$ cat src/pwm_pkg.sv
// Constants, types and register map of the six-channel pulse-width modulator.
// Assumes a single 250 MHz system clock and a byte-wide register port.
//
// Operation
// Six channels, each with its own 16-bit duty; one shared 16-bit period.
// Duty compares over 65536 steps counted in selected PWM clock cycles.
// PWM clock selects system clock, 16 MHz oscillator or doubled 32 MHz.
// Upper byte writes act directly; lower byte writes go to shared holding buffer.
// Upper byte write commits buffered low byte; upper byte read loads it.
// Software writes low then high, reads high then low.
// Clearing global enable clears and stops all channels; set keeps them running.
// Channel output goes low when base counter equals its duty.
// At period start every running channel output goes high until match.
// Base counter counts zero to period then restarts; period plus one cycles.
// New period and duty apply at once after the upper byte write.
// One shared flag set at every base counter rollover.
// Only channel 0 has dead time and a complementary pair; others plain.
// Channel 0 pair has four output forms; the first after reset.
// Programmable gap of 0 to 15 PWM clocks between pair edges.
// Clock select codes 00 and 01 system, 10 oscillator, 11 doubled.
// Output form codes 00 to 11 pick first to fourth form.
// Dead-time zero inserts no gap; N inserts N PWM clocks.
// Writing FDh to the flag register clears the period flag only.
package pwm_pkg;
    localparam int CHANNELS = 6;
    localparam logic [7:0] IE_ADDR = 8'h0D;
    localparam logic [7:0] IF_ADDR = 8'h0E;
    localparam logic [7:0] CTRL_ADDR = 8'h89;
    localparam logic [7:0] ICLR_ADDR = 8'h8A;
    localparam logic [7:0] OPT_ADDR = 8'h91;
    localparam logic [7:0] PRDH_ADDR = 8'h92;
    localparam logic [7:0] PRDL_ADDR = 8'h93;
    localparam logic [7:0] DUTY_BASE = 8'h94;
    localparam logic [7:0] DUTY_END = 8'hA0;
    localparam int EN_BIT = 7;
    localparam int FORM_LSB = 4;
    localparam int DZ_LSB = 0;
    localparam int CKS_LSB = 4;
    localparam int FLAG_BIT = 1;
    localparam logic [15:0] PERIOD_RESET = 16'hFFFF;
    localparam logic [15:0] DUTY_RESET = 16'h8000;
    localparam logic [1:0] CKS_OSC_DOUBLE = 2'h3;
    localparam int SYS_CLK_MHZ = 250;
    localparam int OSC_MHZ = 16;
    localparam logic [8:0] ACC_MOD = 9'(SYS_CLK_MHZ);
    localparam logic [8:0] OSC_STEP = 9'(OSC_MHZ);
    localparam logic [8:0] OSC2_STEP = 9'(2 * OSC_MHZ);

    typedef enum logic [1:0] {
        FORM_COMPL,
        FORM_INV,
        FORM_POS_ONLY,
        FORM_SWAP
    } out_form_t;

    typedef enum logic {
        GAP_IDLE,
        GAP_WAIT
    } gap_state_t;

    typedef struct packed {
        logic [7:0] addr;
        logic [7:0] wdata;
        logic wr;
        logic rd;
    } bus_req_t;
endpackage

$ cat src/dead_gap_gen.sv
// Dead-time generator and output former for the channel 0 pair.
// Assumes raw_i changes only on PWM clock ticks and run_i low parks it.
`timescale 1ns/1ns
`default_nettype none
module dead_gap_gen import pwm_pkg::*; (
    input wire logic clock_i,
    input wire logic resetn_i,
    input wire logic run_i,
    input wire logic tick_i,
    input wire logic raw_i,
    input wire logic [1:0] form_i,
    input wire logic [3:0] width_i,
    output logic pos_o,
    output logic neg_o
);
    gap_state_t state;
    logic lvl;
    logic [3:0] left;
    logic act_p;
    logic act_n;

    // Every edge of the raw wave holds both sides off for width_i ticks.
    always_ff @(posedge clock_i) begin
        if (!resetn_i || !run_i) begin
            state <= GAP_IDLE;
            lvl <= 1'b0;
            left <= 4'h0;
        end else begin
            case (state)
                GAP_IDLE: begin
                    if (raw_i != lvl) begin
                        if (width_i == 4'h0) begin
                            lvl <= raw_i;
                        end else begin
                            state <= GAP_WAIT;
                            left <= width_i;
                        end
                    end
                end
                GAP_WAIT: begin
                    if (tick_i) begin
                        left <= left - 4'h1;
                        if (left == 4'h1) begin
                            state <= GAP_IDLE;
                            lvl <= raw_i;
                        end
                    end
                end
                default: state <= GAP_IDLE;
            endcase
        end
    end

    // Active levels of the two sides, both off during a gap.
    assign act_p = lvl && (state == GAP_IDLE);
    assign act_n = !lvl && (state == GAP_IDLE);

    // Output form; a stopped pair always rests low whatever the form.
    always_ff @(posedge clock_i) begin
        if (!resetn_i || !run_i) begin
            pos_o <= 1'b0;
            neg_o <= 1'b0;
        end else begin
            case (out_form_t'(form_i))
                FORM_COMPL: begin
                    pos_o <= act_p;
                    neg_o <= act_n;
                end
                FORM_INV: begin
                    pos_o <= !act_p;
                    neg_o <= !act_n;
                end
                FORM_POS_ONLY: begin
                    pos_o <= act_p;
                    neg_o <= 1'b0;
                end
                FORM_SWAP: begin
                    pos_o <= act_n;
                    neg_o <= act_p;
                end
                default: begin
                    pos_o <= 1'b0;
                    neg_o <= 1'b0;
                end
            endcase
        end
    end
endmodule
`default_nettype wire

$ cat src/pwm_six_channel.sv
// Top of the six-channel pulse-width modulator with its register port.
// Assumes a same-clock master giving one-cycle read and write strobes.
//
// Decided for this implementation: the register offsets and the plain strobed port.
`timescale 1ns/1ns
`default_nettype none
module pwm_six_channel import pwm_pkg::*; (
    input wire logic clock_i,
    input wire logic resetn_i,
    input wire bus_req_t bus_i,
    output logic [7:0] rdata_o,
    output logic irq_o,
    output logic ch0_positive_output_o,
    output logic ch0_negative_output_o,
    output logic [CHANNELS-2:0] channel_single_output_o
);
    logic pwm_global_enable;
    logic [1:0] ch0_output_form_select;
    logic [3:0] ch0_dead_time_width;
    logic [1:0] pwm_clock_select;
    logic [15:0] period;
    logic [15:0] duty [CHANNELS];
    logic [7:0] hold;
    logic period_end_flag;
    logic flag_enable;
    logic flag_clear;
    logic [7:0] acc;
    logic [8:0] acc_sum;
    logic [8:0] step;
    logic tick;
    logic [15:0] count;
    logic [15:0] next_count;
    logic started;
    logic rollover;
    logic [CHANNELS-1:0] wave;
    logic [7:0] read_value;
    logic is_duty_access;
    logic [2:0] slot;

    // True for any address inside the duty byte block.
    function automatic logic is_duty(input logic [7:0] a);
        is_duty = (a >= DUTY_BASE) && (a < DUTY_END);
    endfunction

    // Channel number addressed by a duty byte address.
    function automatic logic [2:0] duty_slot(input logic [7:0] a);
        logic [7:0] off;
        off = a - DUTY_BASE;
        duty_slot = off[3:1];
    endfunction

    // Upper bytes sit at even addresses for period and duties alike.
    function automatic logic is_upper(input logic [7:0] a);
        is_upper = !a[0];
    endfunction

    assign is_duty_access = is_duty(bus_i.addr);
    assign slot = duty_slot(bus_i.addr);

    // Fractional tick generator: a phase accumulator approximates the
    // oscillator rates from the system clock, trading a little edge jitter
    // for having only one clock domain in the block.
    always_comb begin
        step = (pwm_clock_select == CKS_OSC_DOUBLE) ? OSC2_STEP : OSC_STEP;
        acc_sum = {1'b0, acc} + step;
    end

    // Tick is a one-cycle pulse per PWM clock period.
    always_ff @(posedge clock_i) begin
        if (!resetn_i) begin
            acc <= 8'h00;
            tick <= 1'b0;
        end else if (!pwm_clock_select[1]) begin
            acc <= 8'h00;
            tick <= 1'b1;
        end else if (acc_sum >= ACC_MOD) begin
            acc <= 8'(acc_sum - ACC_MOD);
            tick <= 1'b1;
        end else begin
            acc <= acc_sum[7:0];
            tick <= 1'b0;
        end
    end

    // A counter at or above a freshly lowered period restarts at once
    // instead of running up to the 16-bit wrap.
    always_comb begin
        rollover = tick && started && (count >= period);
        next_count = rollover ? 16'h0000 : count + 16'h0001;
    end

    // Shared base counter; the first tick after enabling starts a period.
    always_ff @(posedge clock_i) begin
        if (!resetn_i || !pwm_global_enable) begin
            count <= 16'h0000;
            started <= 1'b0;
        end else if (tick) begin
            if (!started) begin
                started <= 1'b1;
            end else begin
                count <= next_count;
            end
        end
    end

    // Raw channel waves: high from period start, low on the duty match.
    // A match wins over the start, so a duty of zero stays low throughout.
    for (genvar g = 0; g < CHANNELS; g++) begin : g_chan
        always_ff @(posedge clock_i) begin
            if (!resetn_i || !pwm_global_enable) begin
                wave[g] <= 1'b0;
            end else if (tick) begin
                if (!started) begin
                    wave[g] <= (duty[g] != 16'h0000);
                end else if (next_count == duty[g]) begin
                    wave[g] <= 1'b0;
                end else if (rollover) begin
                    wave[g] <= 1'b1;
                end
            end
        end
    end

    // Plain outputs of channels 1 to 5 without dead time.
    always_ff @(posedge clock_i) begin
        if (!resetn_i) begin
            channel_single_output_o <= '0;
        end else begin
            channel_single_output_o <= wave[CHANNELS-1:1];
        end
    end

    // Channel 0 drives the complementary pair through the gap generator.
    dead_gap_gen u_gap (
        .clock_i(clock_i),
        .resetn_i(resetn_i),
        .run_i(pwm_global_enable),
        .tick_i(tick),
        .raw_i(wave[0]),
        .form_i(ch0_output_form_select),
        .width_i(ch0_dead_time_width),
        .pos_o(ch0_positive_output_o),
        .neg_o(ch0_negative_output_o)
    );

    // Control, period and duty registers with the shared low-byte buffer.
    // A low byte written without its upper byte never reaches the counter.
    always_ff @(posedge clock_i) begin
        if (!resetn_i) begin
            pwm_global_enable <= 1'b0;
            ch0_output_form_select <= 2'h0;
            ch0_dead_time_width <= 4'h0;
            pwm_clock_select <= 2'h0;
            period <= PERIOD_RESET;
            hold <= 8'h00;
            flag_enable <= 1'b0;
            for (int i = 0; i < CHANNELS; i++) begin
                duty[i] <= DUTY_RESET;
            end
        end else if (bus_i.wr) begin
            case (bus_i.addr)
                CTRL_ADDR: begin
                    pwm_global_enable <= bus_i.wdata[EN_BIT];
                    ch0_output_form_select <= bus_i.wdata[FORM_LSB+:2];
                    ch0_dead_time_width <= bus_i.wdata[DZ_LSB+:4];
                end
                OPT_ADDR: pwm_clock_select <= bus_i.wdata[CKS_LSB+:2];
                PRDH_ADDR: period <= {bus_i.wdata, hold};
                PRDL_ADDR: hold <= bus_i.wdata;
                IE_ADDR: flag_enable <= bus_i.wdata[FLAG_BIT];
                default: begin
                    if (is_duty_access) begin
                        if (is_upper(bus_i.addr)) begin
                            duty[slot] <= {bus_i.wdata, hold};
                        end else begin
                            hold <= bus_i.wdata;
                        end
                    end
                end
            endcase
        end else if (bus_i.rd) begin
            if (bus_i.addr == PRDH_ADDR) begin
                hold <= period[7:0];
            end else if (is_duty_access && is_upper(bus_i.addr)) begin
                hold <= duty[slot][7:0];
            end
        end
    end

    // Read multiplexer; low bytes always answer from the buffer, so the
    // high-then-low read order is what keeps a word consistent.
    always_comb begin
        read_value = 8'h00;
        case (bus_i.addr)
            CTRL_ADDR: begin
                read_value[EN_BIT] = pwm_global_enable;
                read_value[FORM_LSB+:2] = ch0_output_form_select;
                read_value[DZ_LSB+:4] = ch0_dead_time_width;
            end
            OPT_ADDR: read_value[CKS_LSB+:2] = pwm_clock_select;
            PRDH_ADDR: read_value = period[15:8];
            PRDL_ADDR: read_value = hold;
            IE_ADDR: read_value[FLAG_BIT] = flag_enable;
            IF_ADDR: read_value[FLAG_BIT] = period_end_flag;
            default: begin
                if (is_duty_access) begin
                    read_value = is_upper(bus_i.addr) ? duty[slot][15:8] : hold;
                end
            end
        endcase
    end

    // Read data stand only in the cycle after the read strobe.
    always_ff @(posedge clock_i) begin
        if (!resetn_i) begin
            rdata_o <= 8'h00;
        end else if (bus_i.rd) begin
            rdata_o <= read_value;
        end else begin
            rdata_o <= 8'h00;
        end
    end

    // Writing a zero at the flag position of the flag register, or a one
    // to the write-only clear register, clears the flag.
    assign flag_clear = bus_i.wr &&
        (((bus_i.addr == IF_ADDR) && !bus_i.wdata[FLAG_BIT]) ||
         ((bus_i.addr == ICLR_ADDR) && bus_i.wdata[FLAG_BIT]));

    // Sticky period-end flag; a rollover in the clearing cycle survives.
    always_ff @(posedge clock_i) begin
        if (!resetn_i) begin
            period_end_flag <= 1'b0;
        end else begin
            period_end_flag <= rollover || (period_end_flag && !flag_clear);
        end
    end

    // Level interrupt, one cycle behind the enabled flag.
    always_ff @(posedge clock_i) begin
        if (!resetn_i) begin
            irq_o <= 1'b0;
        end else begin
            irq_o <= period_end_flag && flag_enable;
        end
    end
endmodule
`default_nettype wire

$ cat config.mk
export PLATFORM = sky130hd
export DESIGN_NAME = pwm_six_channel
export DESIGN_NICKNAME = d
export VERILOG_FILES = /design/src/pwm_pkg.sv /design/src/dead_gap_gen.sv /design/src/pwm_six_channel.sv
export SDC_FILE = /design/constraint.sdc
export NUM_CORES = 1
export LEC_CHECK = 0
export ABC_AREA = 1
export BUFFER_PORTS_ARGS = -buffer_cell sky130_fd_sc_hd__buf_2
export CORE_MARGIN = 4
export CORE_UTILIZATION = 48
export CTS_CLUSTER_DIAMETER = 60
export DETAILED_ROUTE_END_ITERATION = 10
export GPL_TIMING_DRIVEN = 1
export PLACE_DENSITY = 0.65
export SLEW_MARGIN = 30
export SYNTH_ARGS = -nofsm -noshare
export SYNTH_HDL_FRONTEND = slang
export SYNTH_SLANG_ARGS = --single-unit
$ cat constraint.sdc
create_clock -name clock_i -period 10.95 [get_ports clock_i]
set_input_delay 0.5475 -clock clock_i [delete_from_list [all_inputs] [get_ports clock_i]]
set_output_delay 0.5475 -clock clock_i [all_outputs]
set_load 0.02 [all_outputs]
==> results by group <==
Outcome
  – Status: finished clean

Yosys
  – EDFF count, synth: about 130
  – Syn avg cell area: just under 8 µm²
  – Main synth FF type: edfxtp_1
  – Compound-Gate Fraction of Synth Area: 14.2%
  – Netlist cell types: just over 50
  – Asr flop ratio synth: 0%
  – Synth Instances: 1,544
  – Synth Area in Simple Gates: roughly a quarter
  – Post-synthesis adder-cell area fraction: between 3 and 4%
  – Mapped Area: about 12,000 µm²
  – Syn_nets: roughly 1,600
  – Xor and xnor area share after synthesis: under 10%
  – Mux share of post-synthesis cell area: 0%
  – #FFs+latches synth: approximately 220
  – Register area share after synthesis: 45.9%
  – Yosys warns: 0
  – Largest family of logic cells by synthesized area: simple AND/OR/NAND/NOR gates

Detailed routing
  – Met2 WL: around 19 mm
  – Pre-antenna DRT Iters: 7
  – Max layer used: met4
  – DRC Markers: 0
  – Post-route ant nets: 0
  – Routed wl met3: between 4 and 5 mm
  – DR WL/cell: between 20 and 25 µm
  – Post-Route M1 WL: ~17 mm
  – Routed Wire Length: about 43 mm
  – Via count: between 10,000 and 15,000
  – Via density: 5.92
  – Starting DRT DRC Count: between 1,000 and 1,500

Placed design
  – Worst slack at placement: roughly 6.2 ns
  – Dpl cell area: roughly 13,000 µm²
  – IO Port Bufs: 35
  – DPL Wire Length: about 31 mm
  – DP Cell Count: approximately 1,900
  – Routability congestion estimate from global placement: ~0.99

GRT
  – Largest net degree at the start of global routing: 95
  – First-pass GRT wire length: 63.9 mm
  – Total gr overflow: 0
  – Vias in the first global route: between 10,000 and 15,000
  – Total track usage: ~30%
  – Antenna violations before repair: 0

Final layout
  – Layout overhead on the synthesized area: 9.42%
  – Area of the multi-input gates: 5650 µm²
  – Post-route cell area: between 10,000 and 15,000 µm²
  – Layout cell share with drive strength beyond 1: under 10%
  – Final std cells w/o fill: around 1,900
  – Total Nets Final: between 1,500 and 2,000
  – Register area: approximately 5600 µm²
  – Fill count: around 2,500
  – # diodes: 0

Job
  – Max-Cap Viols: 0

STA
  – TNS Setup: 0 ns
  – Max Clk Rate: 0.235 GHz
  – Period utilisation layout: between 30% and 40%
  – Relative slew slack: between 40 and 50%
  – Final worst path period need: between 4 and 5 ns
  – # setup viols final: 0
  – Slew @ Worst Pin: a little under 0.9 ns
  – Unrepaired setup endpoints after global routing: no
  – Hold Fails Final Rpt: 0
  – Final worst slack: around 6.7 ns
  – Slew Viols, Final: 0
  – Max Clock Skew: roughly 0.011 ns

Clocking
  – Worst-Skew Late Latency: roughly 0.52 ns
  – Clock transition at the registers of the reported paths: approximately 0.060 ns
  – Setup Buffers After CTS: 0
  – Root buffer cell: clkbuf_16
  – CTS tree: yes
  – Num CTS Buffers: 25
  – Clk buf depth: 3
  – CTS Hold Bufs: 0
  – Resized Gates After CTS: 0
  – Htree depth: 1
  – CTS sink cnt: about 220

Floorplanning
  – Die height: 168 µm
  – Die Width: roughly 170 µm
  – Die area: between 20,000 and 30,000 µm²
  – # rows: 58
  – Starting density of the core: 48.7%
  – Core footprint: 25,100 µm²
  – I/O pin total: 36

Pwr
  – Power per Cell Area: around 140 nW/µm²
  – Max IR drop VDD: between 0.1 and 0.15 mV
  – Static Leak: about 0.0055 µW

Min path
  – HP Class: in -> reg

Critical path
  – WS Path Type: in -> reg
  – CP endpoint kind: flip-flop
  – Nature of the critical path startpoint: input port
  – Crit Path Max Fanout: 82
  – CP arrival: approximately 4.4 ns
  – Required @ worst endpoint: 11.06 ns
==> synth_stat cells (24+ instances only) <==
master    instances  area, µm²
nand2_1         304       1140
nor2_1          230        863
inv_1           165        619
edfxtp_1        128       3840
o21ai_0         111        556
a21oi_1          93        465
dfxtp_1          88       1760
nand3_1          70        350
clkbuf_1         36        135
ha_1             28        350
nand3b_1         28        210
xor2_1           25        219
o211ai_1         24        180
==> logic make-up (layout without fill, tap and decap cells) <==
| family | count (synthesis) | count (layout) |
|---|---|---|
| flip-flops | 216 | 216 |
| adder cells (fa/ha/maj) | 29 | 29 |
| buffers and inverters | 243 | 265 |
| AO/OA/AOI/OAI | 300 | 300 |
| AND/OR/NAND/NOR | 719 | 719 |
| XOR/XNOR | 37 | 37 |
==> path summary, 6_finish.rpt <==
kind | endpoint | depth (start not counted) | slack [ns] | from
setup / recovery | duty[2][6] | 11 | 6.69 | bus_i[11]
hold / removal | period[14] | 3 | 0.34 | bus_i[8]
setup reg to reg | wave[2] | 22 | 7.07 | count[0]
hold reg to reg | channel_single_output_o[3] | 2 | 0.42 | wave[4]
==> through the flow <==
stage	utilization [%]	hold slack, ns	total power [µW]
6_report	53.2	0.340	1820
5_1_grt	53.2	0.363	1870
4_1_cts	53.1	0.316	1820
3_5_place_dp	50.0	0.413	1030
3_3_place_gp	50.0	0.414	1020
2_1_floorplan	-	0.404	976
==> report_power, final <==
group | switching, µW | leakage (µW) | total (µW) | internal [µW]
registers | 24.2 | 0.00189 | 899 | 875
logic | 83.2 | 0.00317 | 115 | 32.1
clock network | 326 | 0.000386 | 804 | 478
total | 433 | 0.00545 | 1820 | 1390
==> sequential cells by signal, summed over array words and instances (netlist names) <==
register	count
flag_enable	1
acc	7
period	16
u_gap.pos_o	1
started	1
hold	8
duty	128
rdata_o	8
count	16
period_end_flag	1
irq_o	1
wave	6
tick	1
u_gap.neg_o	1
ch0_output_form_select	2
channel_single_output_o	5
pwm_clock_select	2
u_gap.state	1
u_gap.lvl	1
ch0_dead_time_width	4
u_gap.left	4
pwm_global_enable	1
==> layout make-up <==
| type | instances | share of cell area [%] |
|---|---|---|
| tap | 330 | 3.09 |
| sequential | 216 | 41.9 |
| clock inverter | 10 | 0.805 |
| multi-input combinational | 1085 | 42.2 |
| clock buffer | 32 | 5.03 |
| timing repair buffer | 43 | 1.85 |
| inverter | 180 | 5.06 |
==> cell usage in the layout, fill, tap and decap left out, drive strengths merged <==
cell,synthesis,layout
a211oi,15,15
nor3b,3,3
fa,1,1
nor3,30,30
nand2,312,312
nand3,73,73
a21oi,93,93
bufinv,0,2
o311ai,3,3
inv,176,177
o32ai,6,6
o31ai,1,1
o221ai,10,10
or2,3,3
xor2,30,30
a221oi,6,6
o21bai,1,1
and3,1,1
nor4,14,14
nand4,19,19
a31oi,9,9
ha,28,28
xnor2,7,7
clkbuf,36,32
o22ai,15,15
clkinv,4,11
buf,27,43
o2111ai,1,1
o21a,1,1
a311oi,1,1
edfxtp,128,128
nor2,236,236
dfxtp,88,88
o21ai,114,114
o211ai,24,24
nand3b,28,28
==> worst max-delay path, cell delays in order <==
cell and delay (ns):
buf_2 0.07, buf_4 0.60, clkinv_2 0.87, nor3_2 0.84, nor3_2 0.19, nand3_4 0.24
nor2_2 0.09, inv_2 0.13, nor3_2 0.06, inv_2 0.25, nand2_1 0.45
==> metal layers <==
metal  global-route usage (%)  vias to the layer above
li1                         -                     5222
met1                     39.2                     5193
met2                     46.9                      655
met3                     6.70                      145
met4                     12.5                        0
met5                        0                        -
Power figures use the tool's default switching activity.
